--- src/common/cbm_params.svh ---
// Purpose: constants for the branch, move and stack execution unit
// Assumes: byte addressed memory holding 16-bit words at even addresses
// Notes:   definitions only, included by bare name
`ifndef CBM_PARAMS_SVH
`define CBM_PARAMS_SVH

// ==========================================================
// status word bit positions
`define CBM_SR_C       0
`define CBM_SR_Z       1
`define CBM_SR_N       2
`define CBM_SR_GIE     3
`define CBM_SR_CPU_OFF_BIT  4
`define CBM_SR_OSCILLATOR_OFF_BIT  5
`define CBM_SR_V       8
// stacked status word keeps program counter bits 19:16 here
`define CBM_SR_PCHI_LSB 12
`define CBM_SR_KEEP_MASK 16'h0fff

// ==========================================================
// register indices that this unit owns or filters
`define CBM_IDX_SP  4'h1
`define CBM_IDX_SR  4'h2
`define CBM_IDX_CG  4'h3

// ==========================================================
// reset values and arithmetic constants
`define CBM_SP_RST   20'h0_0000
`define CBM_SR_RST   16'h0000
`define CBM_STACK_STEP 20'h0_0002
`define CBM_BE_WORD  2'h3
`define CBM_BE_LOW   2'h1
`define CBM_HI_ZERO  8'h00
`define CBM_PCHI_ZERO 4'h0

`endif

--- src/common/cbm_pkg.sv ---
// Purpose: types shared by the execution unit, its checks, memory model and bench
// Assumes: nothing beyond the params header
// Notes:   types only; numbers live in cbm_params.svh
`default_nettype none
package cbm_pkg;

   // ==========================================================
   // instruction kinds handled here
   typedef enum logic [3:0] {
      KIND_NONE,
      KIND_JUMP_CARRY_CLEAR,
      KIND_JUMP_UNSIGNED_LOWER,
      KIND_JUMP_NONZERO,
      KIND_JUMP_NOT_EQUAL,
      KIND_MOVE_OP,
      KIND_NO_OPERATION,
      KIND_POP,
      KIND_PUSH,
      KIND_SUBROUTINE_RETURN,
      KIND_INTERRUPT_RETURN
   } cbm_kind_t;

   // ==========================================================
   // sequencer states
   typedef enum logic [2:0] {
      ST_IDLE,
      ST_MEM,
      ST_INTERRUPT_RETURN_PC,
      ST_WRITEBACK
   } cbm_state_t;

   // ==========================================================
   // decoded command from the instruction decoder
   typedef struct packed {
      cbm_kind_t   kind;
      logic        byte_op;
      logic [9:0]  offset;
      logic [19:0] pc_next;
      logic [15:0] src_val;
      logic        dst_is_reg;
      logic [3:0]  dst_reg;
      logic [19:0] dst_addr;
   } cbm_cmd_t;

   // memory bus request
   typedef struct packed {
      logic        req;
      logic        we;
      logic [19:0] addr;
      logic [15:0] wdata;
      logic [1:0]  be;
   } cbm_mem_t;

   // register file write port
   typedef struct packed {
      logic        en;
      logic [3:0]  idx;
      logic [15:0] data;
   } cbm_regwr_t;

   // program counter load
   typedef struct packed {
      logic        en;
      logic [19:0] value;
   } cbm_pcwr_t;

   // status word update from the arithmetic unit
   typedef struct packed {
      logic        en;
      logic [15:0] value;
   } cbm_flagwr_t;

endpackage : cbm_pkg
`default_nettype wire

--- src/rtl/cbm_addr_unit.sv ---
// Purpose: jump target and stack pointer step arithmetic
// Assumes: offset is a signed word count, pc_next is a byte address
// Notes:   purely combinational, wraps modulo 1 MB
`timescale 1ns/100ps
`default_nettype none
`include "cbm_params.svh"
module cbm_addr_unit (
   input  wire logic [19:0] pc_next,
   input  wire logic [9:0]  offset,
   input  wire logic [19:0] sp,
   output var  logic [19:0] target,
   output var  logic [19:0] sp_inc,
   output var  logic [19:0] sp_dec
);

   // ==========================================================
   // relative target: offset doubled and sign extended to 20 bits
   // doubled signed offset
   // span -512..+511 words, wraps over full range
   always_comb begin
      target = pc_next + {{9{offset[9]}}, offset, 1'b0};
   end

   // ==========================================================
   // stack moves by one word whatever the operand size
   // step always two
   always_comb begin
      sp_inc = sp + `CBM_STACK_STEP;
      sp_dec = sp - `CBM_STACK_STEP;
   end

endmodule : cbm_addr_unit
`default_nettype wire

--- src/rtl/cbm_exec.sv ---
// Purpose: executes conditional jumps, move, no-op, stack and returns
// Assumes: memory answers each request with a one-cycle mem_ack
// Notes:   owns stack pointer and status word; other registers bar the
//          constant generator are written through the register write port
`timescale 1ns/100ps
`default_nettype none
`include "cbm_params.svh"
module cbm_exec (
   input  wire logic                clk,
   input  wire logic                nrst,
   input  wire logic                cmd_valid,
   input  wire cbm_pkg::cbm_cmd_t   cmd,
   output var  logic                cmd_ready,
   output var  logic                done,
   input  wire cbm_pkg::cbm_flagwr_t flag_wr,
   output var  cbm_pkg::cbm_mem_t   mem,
   input  wire logic                mem_ack,
   input  wire logic [15:0]         mem_rdata,
   output var  cbm_pkg::cbm_regwr_t reg_wr,
   output var  cbm_pkg::cbm_pcwr_t  pc_wr,
   output var  logic [19:0]         stack_pointer,
   output var  logic [15:0]         status_register
);

   // ==========================================================
   // complete state of the unit
   typedef struct packed {
      cbm_pkg::cbm_state_t st;
      cbm_pkg::cbm_cmd_t   cmd;
      logic [15:0]         temp;
      logic [19:0]         sp;
      logic [15:0]         sr;
      logic                ready;
      logic                done;
      cbm_pkg::cbm_mem_t   mem;
      cbm_pkg::cbm_regwr_t rw;
      cbm_pkg::cbm_pcwr_t  pcw;
   } cbm_regs_t;

   cbm_regs_t   s_r;
   cbm_regs_t   s_nxt;

   logic [19:0] add_target;
   logic [19:0] add_sp_inc;
   logic [19:0] add_sp_dec;
   logic [15:0] flags_now;

   // ==========================================================
   // address arithmetic
   cbm_addr_unit u_addr (
      .pc_next (cmd.pc_next),
      .offset  (cmd.offset),
      .sp      (s_r.sp),
      .target  (add_target),
      .sp_inc  (add_sp_inc),
      .sp_dec  (add_sp_dec)
   );

   // ==========================================================
   // helpers used on several paths

   // operand as written: byte form zero-fills the upper half
   function automatic logic [15:0] size_val(input logic byte_op,
                                            input logic [15:0] v);
      size_val = byte_op ? {`CBM_HI_ZERO, v[7:0]} : v;
   endfunction : size_val

   // byte lanes for a memory write
   function automatic logic [1:0] lanes(input logic byte_op);
      lanes = byte_op ? `CBM_BE_LOW : `CBM_BE_WORD;
   endfunction : lanes

   // memory request word
   function automatic cbm_pkg::cbm_mem_t mem_op(input logic we,
                                               input logic [19:0] a,
                                               input logic [15:0] d,
                                               input logic [1:0] be);
      mem_op.req   = 1'b1;
      mem_op.we    = we;
      mem_op.addr  = a;
      mem_op.wdata = d;
      mem_op.be    = be;
   endfunction : mem_op

   // ==========================================================
   // flags seen by a jump: an update landing this cycle is bypassed
   // so a jump right after a compare is not one instruction late
   // bypass fresh flags
   always_comb begin
      flags_now = flag_wr.en ? flag_wr.value : s_r.sr;
   end

   // ==========================================================
   // next-state logic
   always_comb begin
      logic        take;
      logic [15:0] wval;
      take  = 1'b0;
      wval  = 16'h0000;
      s_nxt = s_r;
      s_nxt.done   = 1'b0;
      s_nxt.rw.en  = 1'b0;
      s_nxt.pcw.en = 1'b0;
      // other instructions update flags through this port
      if (flag_wr.en) begin
         s_nxt.sr = flag_wr.value;
      end
      unique case (s_r.st)
         cbm_pkg::ST_IDLE: begin
            if (cmd_valid && s_r.ready) begin
               s_nxt.cmd = cmd;
               unique case (cmd.kind)
                  cbm_pkg::KIND_JUMP_CARRY_CLEAR,
                  cbm_pkg::KIND_JUMP_UNSIGNED_LOWER: begin
                     take = ~flags_now[`CBM_SR_C];
                  end
                  cbm_pkg::KIND_JUMP_NONZERO,
                  cbm_pkg::KIND_JUMP_NOT_EQUAL: begin
                     take = ~flags_now[`CBM_SR_Z];
                  end
                  default: begin
                     take = 1'b0;
                  end
               endcase
               unique case (cmd.kind)
                  cbm_pkg::KIND_JUMP_CARRY_CLEAR,
                  cbm_pkg::KIND_JUMP_UNSIGNED_LOWER,
                  cbm_pkg::KIND_JUMP_NONZERO,
                  cbm_pkg::KIND_JUMP_NOT_EQUAL: begin
                     s_nxt.pcw.en    = 1'b1;
                     s_nxt.pcw.value = take ? add_target : cmd.pc_next;
                     s_nxt.done      = 1'b1;
                  end
                  cbm_pkg::KIND_MOVE_OP: begin
                     wval = size_val(cmd.byte_op, cmd.src_val);
                     if (cmd.dst_is_reg) begin
                        s_nxt.done = 1'b1;
                        if (cmd.dst_reg == `CBM_IDX_SP) begin
                           s_nxt.sp = {`CBM_PCHI_ZERO, wval};
                        end else if (cmd.dst_reg == `CBM_IDX_SR) begin
                           s_nxt.sr = wval;
                        end else if (cmd.dst_reg != `CBM_IDX_CG) begin
                           s_nxt.rw.en   = 1'b1;
                           s_nxt.rw.idx  = cmd.dst_reg;
                           s_nxt.rw.data = wval;
                        end
                     end else begin
                        s_nxt.ready = 1'b0;
                        s_nxt.st    = cbm_pkg::ST_MEM;
                        s_nxt.mem   = mem_op(1'b1, cmd.dst_addr, wval,
                                             lanes(cmd.byte_op));
                     end
                  end
                  cbm_pkg::KIND_PUSH: begin
                     s_nxt.sp    = add_sp_dec;
                     s_nxt.ready = 1'b0;
                     s_nxt.st    = cbm_pkg::ST_MEM;
                     s_nxt.mem   = mem_op(1'b1, add_sp_dec,
                                          size_val(cmd.byte_op, cmd.src_val),
                                          lanes(cmd.byte_op));
                  end
                  cbm_pkg::KIND_POP,
                  cbm_pkg::KIND_SUBROUTINE_RETURN,
                  cbm_pkg::KIND_INTERRUPT_RETURN: begin
                     s_nxt.ready = 1'b0;
                     s_nxt.st    = cbm_pkg::ST_MEM;
                     s_nxt.mem   = mem_op(1'b0, s_r.sp, 16'h0000,
                                          `CBM_BE_WORD);
                  end
                  default: begin
                     s_nxt.done = 1'b1;
                  end
               endcase
            end
         end
         cbm_pkg::ST_MEM: begin
            if (mem_ack) begin
               s_nxt.mem.req = 1'b0;
               unique case (s_r.cmd.kind)
                  cbm_pkg::KIND_POP: begin
                     s_nxt.temp = mem_rdata;
                     s_nxt.sp   = add_sp_inc;
                     s_nxt.st   = cbm_pkg::ST_WRITEBACK;
                  end
                  cbm_pkg::KIND_SUBROUTINE_RETURN: begin
                     s_nxt.pcw.en    = 1'b1;
                     s_nxt.pcw.value = {`CBM_PCHI_ZERO, mem_rdata};
                     s_nxt.sp        = add_sp_inc;
                     s_nxt.done      = 1'b1;
                     s_nxt.ready     = 1'b1;
                     s_nxt.st        = cbm_pkg::ST_IDLE;
                  end
                  cbm_pkg::KIND_INTERRUPT_RETURN: begin
                     s_nxt.sr   = mem_rdata & `CBM_SR_KEEP_MASK;
                     s_nxt.temp = mem_rdata;
                     s_nxt.sp   = add_sp_inc;
                     s_nxt.st   = cbm_pkg::ST_INTERRUPT_RETURN_PC;
                     s_nxt.mem  = mem_op(1'b0, add_sp_inc, 16'h0000,
                                         `CBM_BE_WORD);
                  end
                  default: begin
                     // writes (move, push, pop to memory) finish here
                     s_nxt.done  = 1'b1;
                     s_nxt.ready = 1'b1;
                     s_nxt.st    = cbm_pkg::ST_IDLE;
                  end
               endcase
            end
         end
         cbm_pkg::ST_INTERRUPT_RETURN_PC: begin
            if (mem_ack) begin
               // counter low word, high bits from status word
               s_nxt.mem.req   = 1'b0;
               s_nxt.pcw.en    = 1'b1;
               s_nxt.pcw.value = {s_r.temp[15:`CBM_SR_PCHI_LSB], mem_rdata};
               s_nxt.sp        = add_sp_inc;
               s_nxt.done      = 1'b1;
               s_nxt.ready     = 1'b1;
               s_nxt.st        = cbm_pkg::ST_IDLE;
            end
         end
         cbm_pkg::ST_WRITEBACK: begin
            wval = size_val(s_r.cmd.byte_op, s_r.temp);
            if (s_r.cmd.dst_is_reg) begin
               s_nxt.done  = 1'b1;
               s_nxt.ready = 1'b1;
               s_nxt.st    = cbm_pkg::ST_IDLE;
               if (s_r.cmd.dst_reg == `CBM_IDX_SP) begin
                  s_nxt.sp = {`CBM_PCHI_ZERO, wval};
               end else if (s_r.cmd.dst_reg == `CBM_IDX_SR) begin
                  s_nxt.sr = wval;
               end else if (s_r.cmd.dst_reg != `CBM_IDX_CG) begin
                  s_nxt.rw.en   = 1'b1;
                  s_nxt.rw.idx  = s_r.cmd.dst_reg;
                  s_nxt.rw.data = wval;
               end
            end else begin
               // a memory destination reuses the move write path
               s_nxt.cmd.kind = cbm_pkg::KIND_MOVE_OP;
               s_nxt.st       = cbm_pkg::ST_MEM;
               s_nxt.mem      = mem_op(1'b1, s_r.cmd.dst_addr, wval,
                                       lanes(s_r.cmd.byte_op));
            end
         end
         default: begin
            // an illegal code returns to rest without side effects
            s_nxt.st    = cbm_pkg::ST_IDLE;
            s_nxt.ready = 1'b1;
            s_nxt.mem   = '0;
         end
      endcase
   end

   // ==========================================================
   // state register
   // mode bits only change through interrupt return, flag_wr, or a move or pop to the status word
   always_ff @(posedge clk or negedge nrst) begin
      if (!nrst) begin
         s_r       <= '0;
         s_r.st    <= cbm_pkg::ST_IDLE;
         s_r.sp    <= `CBM_SP_RST;
         s_r.sr    <= `CBM_SR_RST;
         s_r.ready <= 1'b1;
      end else begin
         s_r <= s_nxt;
      end
   end

   // ==========================================================
   // outputs straight from the state register
   always_comb begin
      cmd_ready       = s_r.ready;
      done            = s_r.done;
      mem             = s_r.mem;
      reg_wr          = s_r.rw;
      pc_wr           = s_r.pcw;
      stack_pointer   = s_r.sp;
      status_register = s_r.sr;
   end

endmodule : cbm_exec
`default_nettype wire

--- config.mk ---
export PLATFORM = sky130hd
export DESIGN_NAME = cbm_exec
export DESIGN_NICKNAME = d
export VERILOG_FILES = /design/src/common/cbm_pkg.sv /design/src/rtl/cbm_addr_unit.sv /design/src/rtl/cbm_exec.sv
export VERILOG_INCLUDE_DIRS = /design/src /design/src/common
export SDC_FILE = /design/constraint.sdc
export NUM_CORES = 1
export LEC_CHECK = 0
export BUFFER_PORTS_ARGS = -buffer_cell sky130_fd_sc_hd__buf_2
export CAP_MARGIN = 25
export CORE_MARGIN = 3
export CORE_UTILIZATION = 45
export CTS_BUF_LIST = sky130_fd_sc_hd__clkbuf_4 sky130_fd_sc_hd__clkbuf_8 sky130_fd_sc_hd__clkbuf_16
export DETAILED_ROUTE_END_ITERATION = 10
export PLACE_DENSITY = 0.64
export SLEW_MARGIN = 20
export SYNTH_ARGS = -nofsm -noshare
export SYNTH_HDL_FRONTEND = slang
export SYNTH_HIERARCHICAL = 1
export SYNTH_SLANG_ARGS = --single-unit
--- constraint.sdc ---
create_clock -name clk -period 2.84 [get_ports clk]
set_input_delay 0.568 -clock clk [delete_from_list [all_inputs] [get_ports clk]]
set_output_delay 0.568 -clock clk [all_outputs]
set_load 0.1 [all_outputs]
==> Word level (Yosys, flattened, before mapping) <==
Cells that the tools add are included.
{ "totals": {"register_bits": 215, "inputBits": 113, "out_inout_bits": 120} }
{ "op_classes": {"add_sub_neg": 3, "eq_ne": 46, "n_mux": 65, "n_bitwise": 3, "n_reduce_logical": 22} }
{ "ops": {"columns": ["op", "count"], "rows": [
  ["21-bit two-way mux", 13],
  ["39-bit one-hot mux with 4 select lines", 1],
  ["16-bit two-way mux", 9],
  ["120-bit two-way mux", 1],
  ["40-bit two-way mux", 3],
  ["40-bit one-hot mux with 3 select lines", 1],
  ["20-bit two-way mux", 5],
  ["20-bit one-hot mux with 4 select lines", 1],
  ["79-bit two-way mux", 1],
  ["78-bit two-way mux", 1],
  ["21-bit one-hot mux with 3 select lines", 1],
  ["16-bit one-hot mux with 3 select lines", 1],
  ["21-bit one-hot mux with 2 select lines", 1],
  ["20-bit one-hot mux with 2 select lines", 1],
  ["38-bit two-way mux", 1],
  ["36-bit two-way mux", 1],
  ["2-bit != test (second input constant)", 15],
  ["20-bit by 2-bit adder with 20-bit output (second input constant)", 1],
  ["20-bit adder", 1],
  ["4-bit == test (second input constant)", 5],
  ["20-bit by 2-bit subtractor with 20-bit output (second input constant)", 1],
  ["4-bit by 2-bit == test with 1-bit output (second input constant)", 4],
  ["4-bit by 3-bit == test with 1-bit output (second input constant)", 4],
  ["7-bit AND reduction", 2],
  ["34 further kinds", 64]
]} }

==> Depth between registers and ports, before layout <==
Gate-level depths: netlist (run 1).
{ "logic_depth": {"word_depth": 9, "depth_mapped": 11, "depth_no_buf": 11} }

==> Cells and area by module <==
The synthesis (run 1) kept the hierarchy.
{ "by_module_without_submodules": {"columns": ["mod", "instances", "cells_per_inst", "area_each_um2", "seq_area_each_um2"], "rows": [
  ["cbm_exec", 1, 1027, 9949.5, 4205.3],
  ["cbm_addr_unit", 1, 235, 1582.8, 0.0]
]} }

==> Worst setup path before layout (run 1) <==
No wires, ideal clock.
{ "synth_path": {"kind": "input -> register", "from": "input cmd[61] (netlist name)", "to": "register s_r (netlist bit pc_wr[17])", "setup_ns": 0.131, "arrival_ns": 2.305, "required_ns": 2.709, "path_slack_ns": 0.404, "cell_stages": 11, "path_cell_list": "ha_1 -> inv_1 -> fa_1 -> nand2b_1 -> a21oi_1 -> o21ai_1 -> o21ai_1 -> a21boi_0 -> xnor2_1 -> mux2i_1 -> o211ai_1"} }
{ "synth_between": {"elab_chain_len": 5} }
{ "synth_rtl": {"columns": ["item", "line_no", "text"], "rows": [
  ["from (decl)", "cbm_exec.sv:12", "input wire cbm_pkg::cbm_cmd_t cmd,"],
  ["20-bit adder", "cbm_addr_unit.sv:21", "target = pc_next + {{9{offset[9]}}, offset, 1'b0};"],
  ["named net add_target[17]", "cbm_exec.sv:43", "logic [19:0] add_target;"],
  ["20-bit two-way mux", "cbm_exec.sv:131", "s_nxt.pcw.value = take ? add_target : cmd.pc_next;"],
  ["21-bit two-way mux", "cbm_exec.sv:125", "unique case (cmd.kind)"],
  ["120-bit two-way mux", "cbm_exec.sv:110", "if (cmd_valid && s_r.ready) begin"],
  ["21-bit one-hot mux with 3 select lines", "cbm_exec.sv:108", "unique case (s_r.st)"],
  ["to (signal assigned)", "cbm_exec.sv:265", "s_r <= s_nxt;"],
  ["to (decl)", "cbm_exec.sv:40", "cbm_regs_t s_r;"]
]} }
The timed path passes the listed nets, and every way through them passes these cells. The select of a mux whose other input is x is not followed.
A chain may end at the register's enable or synchronous reset.

==> Worst setup path after layout (run 1) <==
{ "layout_path": {"from": "register stack_pointer[1] (netlist name)", "to": "register s_r (netlist bit mem[37])"} }
{ "layout_between": {"elab_chain_len": 4, "elab_cells_between_ends": 7, "cone_classes": "2 x add/sub; 5 x mux"} }
{ "layout_rtl": {"columns": ["item", "line_no", "text"], "rows": [
  ["20-bit by 2-bit subtractor with 20-bit output (no line)", null, null],
  ["named net add_sp_dec[19]", "cbm_exec.sv:45", "logic [19:0] add_sp_dec;"],
  ["40-bit one-hot mux with 3 select lines", "cbm_exec.sv:125", null],
  ["120-bit two-way mux", "cbm_exec.sv:110", null],
  ["39-bit one-hot mux with 4 select lines", "cbm_exec.sv:108", null]
]} }
The timed path passes the listed nets, and every way through them passes these cells. The select of a mux whose other input is x is not followed.

==> summary.log, run 1 <==
qor: outcome.run_status complete, no violations
qor: global_routing.antenna_violations_before_repair 2
qor: setup_path.timing.rr.start stack_pointer[1]
qor: yosys.syn_area_per_cell 9.14 um2
qor: yosys.main_combinational_cell_family_by_area_after_synthesis compound AO/OA/AOI/OAI gates
qor: detailed_routing.drt_iter0_drc 1,008
qor: timing.fin_crit_sh 92.5%
qor: global_routing.grt_pass1_vias 9,905
qor: timing.setup-tns-final 0 ps
qor: detailed_routing.detail_route.wl_per_cell 21.4 um
qor: floorplanning.number_of_rows_created_at_floorplan 57
qor: clock_tree.clock_h_tree_levels 4
qor: yosys.synth-warning-count 6
qor: setup_path.timing.critical_path.arrival 2940 ps
qor: yosys.synthesis.nets 1,403
qor: yosys.post_synth_mux_area_share 6.64%
qor: yosys.synth_top_cells_by_area dfrtp_1, buf_4, nand2_1
qor: yosys.synthMostInstantiatedCell nand2_1
qor: detailed_routing.drtAntennaViolNets 0
qor: global_routing.grt_util_all_layers 25.8%
qor: detailed_routing.route.detailed.vias_per_inst 5.90
qor: yosys.post_synth_xor_area_fraction 3.80%
qor: global_routing.grt_first_pass_wirelength 57.3 mm
qor: finish.diodes_inserted 0
qor: timing.setup_slack_after_layout 212 ps
qor: timing.drv_slew 0
qor: floorplanning.fp.dieArea 27,600 um2
qor: finish.multiInputGateArea 5920 um2
qor: timing.timing_worst_slew_pin_value 795 ps
qor: timing.post-route-min-period 2630 ps
qor: placement.placed_instances 1,675
qor: placement.place_hpwl 27.2 mm
qor: yosys.synth_fa_ha_area_share 3.10%
qor: setup_path.max_fo_critical_path 8
qor: finish.finalNetCount 1,511
qor: clock_tree.cts_tree built
qor: yosys.yosys.cell_types.count 85
qor: timing.slew-limit-headroom 47.0%
qor: clock_tree.cts.reportedPaths.clkPinSlew 80 ps
qor: detailed_routing.route.vias.total 10,067
qor: min_path.worst_hold_path_type input port to async pin
qor: power.max-vdd-ir-drop 0.000960 V
qor: finish.area.sequential 4210 um2
qor: yosys.synth.top_cell.area_share 36.2%
qor: setup_path.ff_to_ff_path_depth 10
qor: timing.finalHoldViolCount 0
qor: clock_tree.tritoncts_num_sinks 168
qor: timing.unrepaired_setup_endpoints_after_global_routing false
qor: clock_tree.clk_root_buffer_cell clkbuf_16
qor: finish.final-instance-count-excl-fill 1,707
qor: setup_path.required 3150 ps
qor: detailed_routing.first_pass_iters 6
qor: setup_path.worstReg2RegEnd mem[37]
qor: finish.synthToLayoutAreaGrowth 11.7%
qor: clock_tree.clk_path_buf_depth 2
qor: floorplanning.die_w 166 um
qor: floorplanning.dieHeight 166 um
qor: yosys.number_of_enable_flip_flop_cells_after_synthesis 0
qor: yosys.synth_flop_cell dfrtp_1
qor: yosys.summed_instance_area_of_the_synthesized_netlist 11,500 um2
qor: yosys.yosys_reg_bits 168
qor: setup_path.worst_setup_path_endpoint mem[37]
qor: yosys.synth_top_area_cell dfrtp_1
qor: timing.max_clock_freq 0.381 GHz
qor: timing.report.final.setup_viol 0
qor: power.cellLeakagePower 0.00622 uW
qor: detailed_routing.route.final.wire_length 36.5 mm
qor: yosys.synth_commonest_cells nand2_1, dfrtp_1, buf_4
qor: setup_path.setup.worst_path.end_class register
qor: yosys.yosys.area_share.simple 16.2%
qor: yosys.postSynthCellCount 1,262
qor: clock_tree.tritoncts.num_buffers 17
qor: power.p_per_area 1260 nW/um2
qor: placement.buffer_ports.inserted 232
qor: yosys.fraction_of_the_mapped_netlist_area_in_compound_gates 21.5%
qor: yosys.proportion_of_synthesized_chip_area_in_sequential_cells 36.5%
qor: setup_path.r2r_slack 210 ps
qor: placement.detailedPlace.worstSlack 18.8 ps
qor: clock_tree.insertion_delay 440 ps
qor: floorplanning.initial_core_util 46.6%
qor: finish.drive_gt1_share 27.8%
qor: clock_tree.post_cts.resized_instances 0
qor: finish.filler_instances 2,370
qor: global_routing.grt.overflow.total 0
qor: clock_tree.post_cts_hold_buffer_count 0
qor: detailed_routing.drc 0
qor: flow_run.max_cap_violations 0
qor: placement.place_congestion 0.912
qor: global_routing.maximum_number_of_pins_on_one_net_before_global_route_repair 57
qor: clock_tree.cts.repair_timing.setup_buffer_count 0
qor: setup_path.criticalPathCategory register to register
qor: timing.worst_clock_skew 13.8 ps
qor: yosys.asyncSetResetFlopFracSynth 100%
qor: setup_path.cp_startpoint_kind register
qor: floorplanning.coreArea 24,700 um2
qor: setup_path.worst_setup_path_startpoint stack_pointer[1]
qor: floorplanning.number_of_i_o_pins 233
## metal layers
layer	wire, um	vias to the layer above	global-route usage [%]	part of all wire, %
met1	16000	4874	35.5	44
met3	2290	61	4.21	6.3
li1	-	4697	-	-
met5	27	-	0	0.074
met2	17300	431	41.4	47
met4	927	4	9.40	2.5
## layout make-up
| cell class | instances | share of cell area, % |
|---|---|---|
| repair buffers | 298 | 13.2 |
| clock inverters | 14 | 1.08 |
| flip-flops and latches | 168 | 32.7 |
| well taps | 324 | 3.15 |
| inverters | 20 | 0.583 |
| clock buffers | 18 | 3.36 |
| multi-input cells | 865 | 46.0 |
## worst max-delay path, stage by stage, from the launching register on
cell and delay [ps]:
dfrtp_1 460, inv_1 210, ha_1 280, nand2_1 140, and4bb_2 370, nand2_1 90
xnor2_1 130, and3_1 160, a2111oi_1 400, buf_4 210, o21ai_1 50
## where the power goes
| group | internal, uW | total [uW] | switching (uW) |
|---|---|---|---|
| clock network | 1240 | 2310 | 1070 |
| logic | 2400 | 9890 | 7490 |
| registers | 3230 | 4030 | 800 |
| total | 6870 | 16200 | 9370 |
## placed cells by master (no fill, tap or decap), drive strengths merged, types with 13 or more instances in the layout
cell    netlist  layout
mux2         36      36
inv          20      26
nand3        46      46
buf         162     298
xnor2        27      27
mux2i        36      36
a22oi        73      73
xor2         23      23
ha           27      27
nor2         32      32
o211ai       23      23
o21ai        56      56
o22ai        18      18
dfrtp       167     167
a21oi        27      27
o31ai        24      24
a221oi       18      18
nand2       213     213
clkbuf       47      18
nor2b        13      13
a22o         40      40
## cell families after synthesis
kind of cell / after synthesis
AND/OR/NAND/NOR: 381
XOR/XNOR: 50
adder cells (fa/ha/maj): 28
AO/OA/AOI/OAI: 334
flip-flops: 168
multiplexers: 72
buffers and inverters: 229
## through the flow
step	total power (uW)	utilization (%)	hold WS, ps	instance area (um2)
finish	16200	52.0	70.4	12900
global route	17000	52.0	119	12900
CTS	16200	52.0	99.6	12900
detailed placement	13900	49.7	463	12300
global placement	13800	49.7	458	12300
floorplan	12300	-	272	11500
## how the worst min path moves through the flow
stage | from | end | cells past startpoint
5_1_grt | nrst | pc_wr[1] | 1
2_1_floorplan | nrst | done | 0
6_report | nrst | pc_wr[1] | 1
3_5_place_dp | s_r[139] | s_r[139] | 2
4_1_cts | nrst | pc_wr[3] | 1
3_3_place_gp | reg_wr[4] | reg_wr[4] | 2
## state kept, by name, indices dropped and copies added (netlist names)
register and count:
done 1, mem 40, pc_wr 21, s_r 48, status_register 16, stack_pointer 20
cmd_ready 1, reg_wr 21
(Power assumes the default switching activity.)
==> inputs of run 2 (changes only) <==
CORE_UTILIZATION = 30   (was 45)
PLACE_DENSITY = 0.46   (was 0.64)
SYNTH_HIERARCHICAL = unset   (was 1)
==> summary.log, run 2 <==
qor: outcome.run_status complete, no violations [unchanged]
qor: yosys.postSynthCellCount 1,372 [was 1,262]
qor: yosys.synth_top_area_cell dfrtp_1 [unchanged]
qor: finish.stdcell_area 13,500 um2 [was 12,900 um2]
qor: finish.final-instance-count-excl-fill 2,025 [was 1,707]
qor: power.max-vdd-ir-drop 0.000841 V [was 0.000960 V]
qor: yosys.synth_flop_cell dfrtp_1 [unchanged]
qor: floorplanning.number_of_rows_created_at_floorplan 71 [was 57]
qor: detailed_routing.route.vias.total 10,931 [was 10,067]
qor: yosys.proportion_of_synthesized_chip_area_in_sequential_cells 36.3% [was 36.5%]
qor: detailed_routing.drtAntennaViolNets 0 [unchanged]
qor: timing.fin_crit_sh 88.5% [was 92.5%]
qor: detailed_routing.route.detailed.vias_per_inst 5.40 [was 5.90]
qor: timing.max_clock_freq 0.398 GHz [was 0.381 GHz]
qor: setup_path.timing.critical_path.arrival 2840 ps [was 2940 ps]
qor: setup_path.criticalPathCategory register to register [unchanged]
qor: placement.placed_instances 1,994 [was 1,675]
qor: floorplanning.die_w 203 um [was 166 um]
qor: yosys.yosys.cell_types.count 89 [was 85]
qor: setup_path.r2r_slack 330 ps [was 210 ps]
qor: finish.largest_reg_flops 48 [unchanged]
qor: finish.most-common-layout-cells buf_2, nand2_1, dfrtp_1 [unchanged]
qor: placement.buffer_ports.inserted 232 [unchanged]
qor: floorplanning.initial_core_util 30.6% [was 46.6%]
qor: power.cellLeakagePower 0.00610 uW [was 0.00622 uW]
qor: yosys.syn_area_per_cell 8.45 um2 [was 9.14 um2]
qor: timing.unrepaired_setup_endpoints_after_global_routing false [unchanged]
qor: yosys.asyncSetResetFlopFracSynth 100% [unchanged]
qor: setup_path.max_stage_delay 550 ps [was 460 ps]
qor: clock_tree.clk_path_buf_depth 2 [unchanged]
qor: global_routing.antenna_violations_before_repair 1 [was 2]
qor: yosys.summed_instance_area_of_the_synthesized_netlist 11,600 um2 [was 11,500 um2]
qor: floorplanning.fp.dieArea 41,000 um2 [was 27,600 um2]
qor: global_routing.maximum_number_of_pins_on_one_net_before_global_route_repair 58 [was 57]
qor: setup_path.worstPathCellList nor3_1 -> nand2_1 -> nor2_1 -> o21ai_0 -> a221o_1 -> a221oi_1 -> o21ai_0 [was inv_1 -> ha_1 -> nand2_1 -> and4bb_2 -> nand2_1 -> xnor2_1 -> and3_1 -> a2111oi_1 -> buf_4 -> o21ai_1]
qor: finish.synthToLayoutAreaGrowth 16.1% [was 11.7%]
qor: finish.final_util 35.6% [was 52.0%]
qor: clock_tree.post_cts.resized_instances 0 [unchanged]
qor: yosys.synthesis.nets 1,511 [was 1,403]
qor: clock_tree.tritoncts.num_buffers 17 [unchanged]
qor: clock_tree.post_cts_hold_buffer_count 0 [unchanged]
qor: detailed_routing.drc 0 [unchanged]
qor: detailed_routing.drt_iter0_drc 982 [was 1,008]
qor: placement.place_area 12,900 um2 [was 12,300 um2]
qor: clock_tree.clk_root_buffer_cell clkbuf_16 [unchanged]
qor: timing.finalHoldViolCount 0 [unchanged]
qor: global_routing.grt_pass1_vias 10,576 [was 9,905]
qor: setup_path.timing.rr.start stack_pointer[4] [was stack_pointer[1]]
qor: timing.timing_worst_slew_pin_value 986 ps [was 795 ps]
qor: global_routing.grt.overflow.total 0 [unchanged]
qor: clock_tree.insertion_delay 460 ps [was 440 ps]
qor: setup_path.ff_to_ff_path_depth 7 [was 10]
qor: setup_path.worstReg2RegEnd mem[26] [was mem[37]]
qor: yosys.synth-warning-count 0 [was 6]
qor: yosys.synthMostInstantiatedCell nand2_1 [unchanged]
qor: detailed_routing.route.final.wire_length 46.4 mm [was 36.5 mm]
qor: finish.registers.top_by_ff_count s_r [unchanged]
qor: yosys.synth_commonest_cells nand2_1, dfrtp_1, buf_4 [unchanged]
qor: finish.most_common_library_cell_in_the_layout_ignoring_fill_and_taps buf_2 [unchanged]
qor: clock_tree.cts.repair_timing.setup_buffer_count 0 [unchanged]
qor: setup_path.worst_path_max_delay_cell dfrtp_1 [unchanged]
qor: timing.worst_clock_skew 14.5 ps [was 13.8 ps]
qor: setup_path.required 3170 ps [was 3150 ps]
qor: power.p_per_area 1050 nW/um2 [was 1260 nW/um2]
qor: floorplanning.dieHeight 203 um [was 166 um]
qor: setup_path.max_fo_critical_path 13 [was 8]
qor: timing.drv_slew 0 [unchanged]
qor: setup_path.cp_startpoint_kind register [unchanged]
qor: setup_path.worst_setup_path_startpoint stack_pointer[4] [was stack_pointer[1]]
qor: setup_path.setup.worst_path.end_class register [unchanged]
qor: yosys.synth_top_cells_by_area dfrtp_1, buf_4, nand2_1 [unchanged]
qor: placement.place_hpwl 35.1 mm [was 27.2 mm]
qor: finish.drive_gt1_share 26.8% [was 27.8%]
qor: global_routing.grt_util_all_layers 22.2% [was 25.8%]
qor: timing.post-route-min-period 2510 ps [was 2630 ps]
qor: finish.finalNetCount 1,641 [was 1,511]
qor: flow_run.max_cap_violations 0 [unchanged]
qor: clock_tree.cts_tree built [unchanged]
qor: setup_path.path_common_cell o21ai_0 [was nand2_1]
qor: clock_tree.tritoncts_num_sinks 168 [unchanged]
qor: detailed_routing.first_pass_iters 7 [was 6]
qor: detailed_routing.detail_route.wl_per_cell 22.9 um [was 21.4 um]
qor: clock_tree.clock_h_tree_levels 4 [unchanged]
qor: finish.diodes_inserted 0 [unchanged]
qor: clock_tree.cts.reportedPaths.clkPinSlew 70 ps [was 80 ps]
qor: yosys.synth.top_cell.area_share 36.0% [was 36.2%]
qor: timing.report.final.setup_viol 0 [unchanged]
qor: min_path.worst_hold_path_type input port to async pin [unchanged]
qor: timing.slew-limit-headroom 34.0% [was 47.0%]
qor: floorplanning.number_of_i_o_pins 233 [unchanged]
qor: placement.place_congestion 0.892 [was 0.912]
qor: yosys.yosys_reg_bits 168 [unchanged]
qor: floorplanning.coreArea 37,800 um2 [was 24,700 um2]
qor: yosys.number_of_enable_flip_flop_cells_after_synthesis 0 [unchanged]
qor: global_routing.grt_first_pass_wirelength 69.6 mm [was 57.3 mm]
## run 2: changes by cell type after synthesis, sizes merged, moves of 17 or more
cell / previous run / this run
nand2: 213 / 193
a21oi: 27 / 85
nor3: 9 / 29
a32oi: 3 / 21
o211ai: 23 / 3
a22o: 40 / 7
o21ai: 56 / 104
clkbuf: 47 / 64
nor2: 32 / 96
a22oi: 73 / 37
nand3: 46 / 29
## run 2: cell type report
class | instances | area, um2
fillers | 4007 | 24400
clock inverters | 14 | 136
multi-input cells | 970 | 6060
repair buffers | 322 | 1910
clock buffers | 17 | 425
flip-flops and latches | 168 | 4210
inverters | 23 | 90.1
well taps | 511 | 639
## run 2: layer usage
| metal | track usage [%] | wire length (um) | up-vias |
|---|---|---|---|
| li1 | - | - | 5123 |
| met1 | 31.5 | 21400 | 5313 |
| met2 | 34.6 | 21100 | 432 |
| met3 | 4.67 | 3000 | 61 |
| met4 | 5.79 | 932 | 2 |
| met5 | 0 | 10 | - |
## run 2: worst max path at each step
stage | end | slack, ps
floorplan | pc_wr[17] | 240
global placement | pc_wr[13] | -70
finish | mem[26] | 330
detailed placement | pc_wr[13] | -100
global route | pc_wr[18] | 120
CTS | mem[33] | 170
## run 2: kinds of logic after synthesis
group                      share of synthesized area (%)
and+or+nand+nor                                     17.5
xor gates and xnor gates                            2.49
buffers and inverters                               11.8
muxes                                               4.03
adders and majority gates                           2.87
AOI/OAI and AO/OA                                   25.0
DFF                                                 36.3
## run 2: worst max-delay path: cells and delay by family, from the launching register on
kind | cells | cell delay [ps]
simple gates | 3 | 950
flops | 1 | 550
compound gates | 4 | 900
## run 2: where the power goes
part	switching, uW	internal, uW
registers	884	3180
clock network	1190	1160
logic	6010	1750
total	8080	6090
## run 2: through the flow
stage | total power, uW | hold slack (ps) | TNS (ps) | setup WS [ps]
detailed placement | 11800 | 463 | -209 | -104
floorplan | 10400 | 272 | 0 | 239
finish | 14200 | 41.7 | 0 | 328
CTS | 14200 | 53.9 | 0 | 173
global placement | 11800 | 453 | -81.0 | -69.1
global route | 14900 | 56.9 | 0 | 115
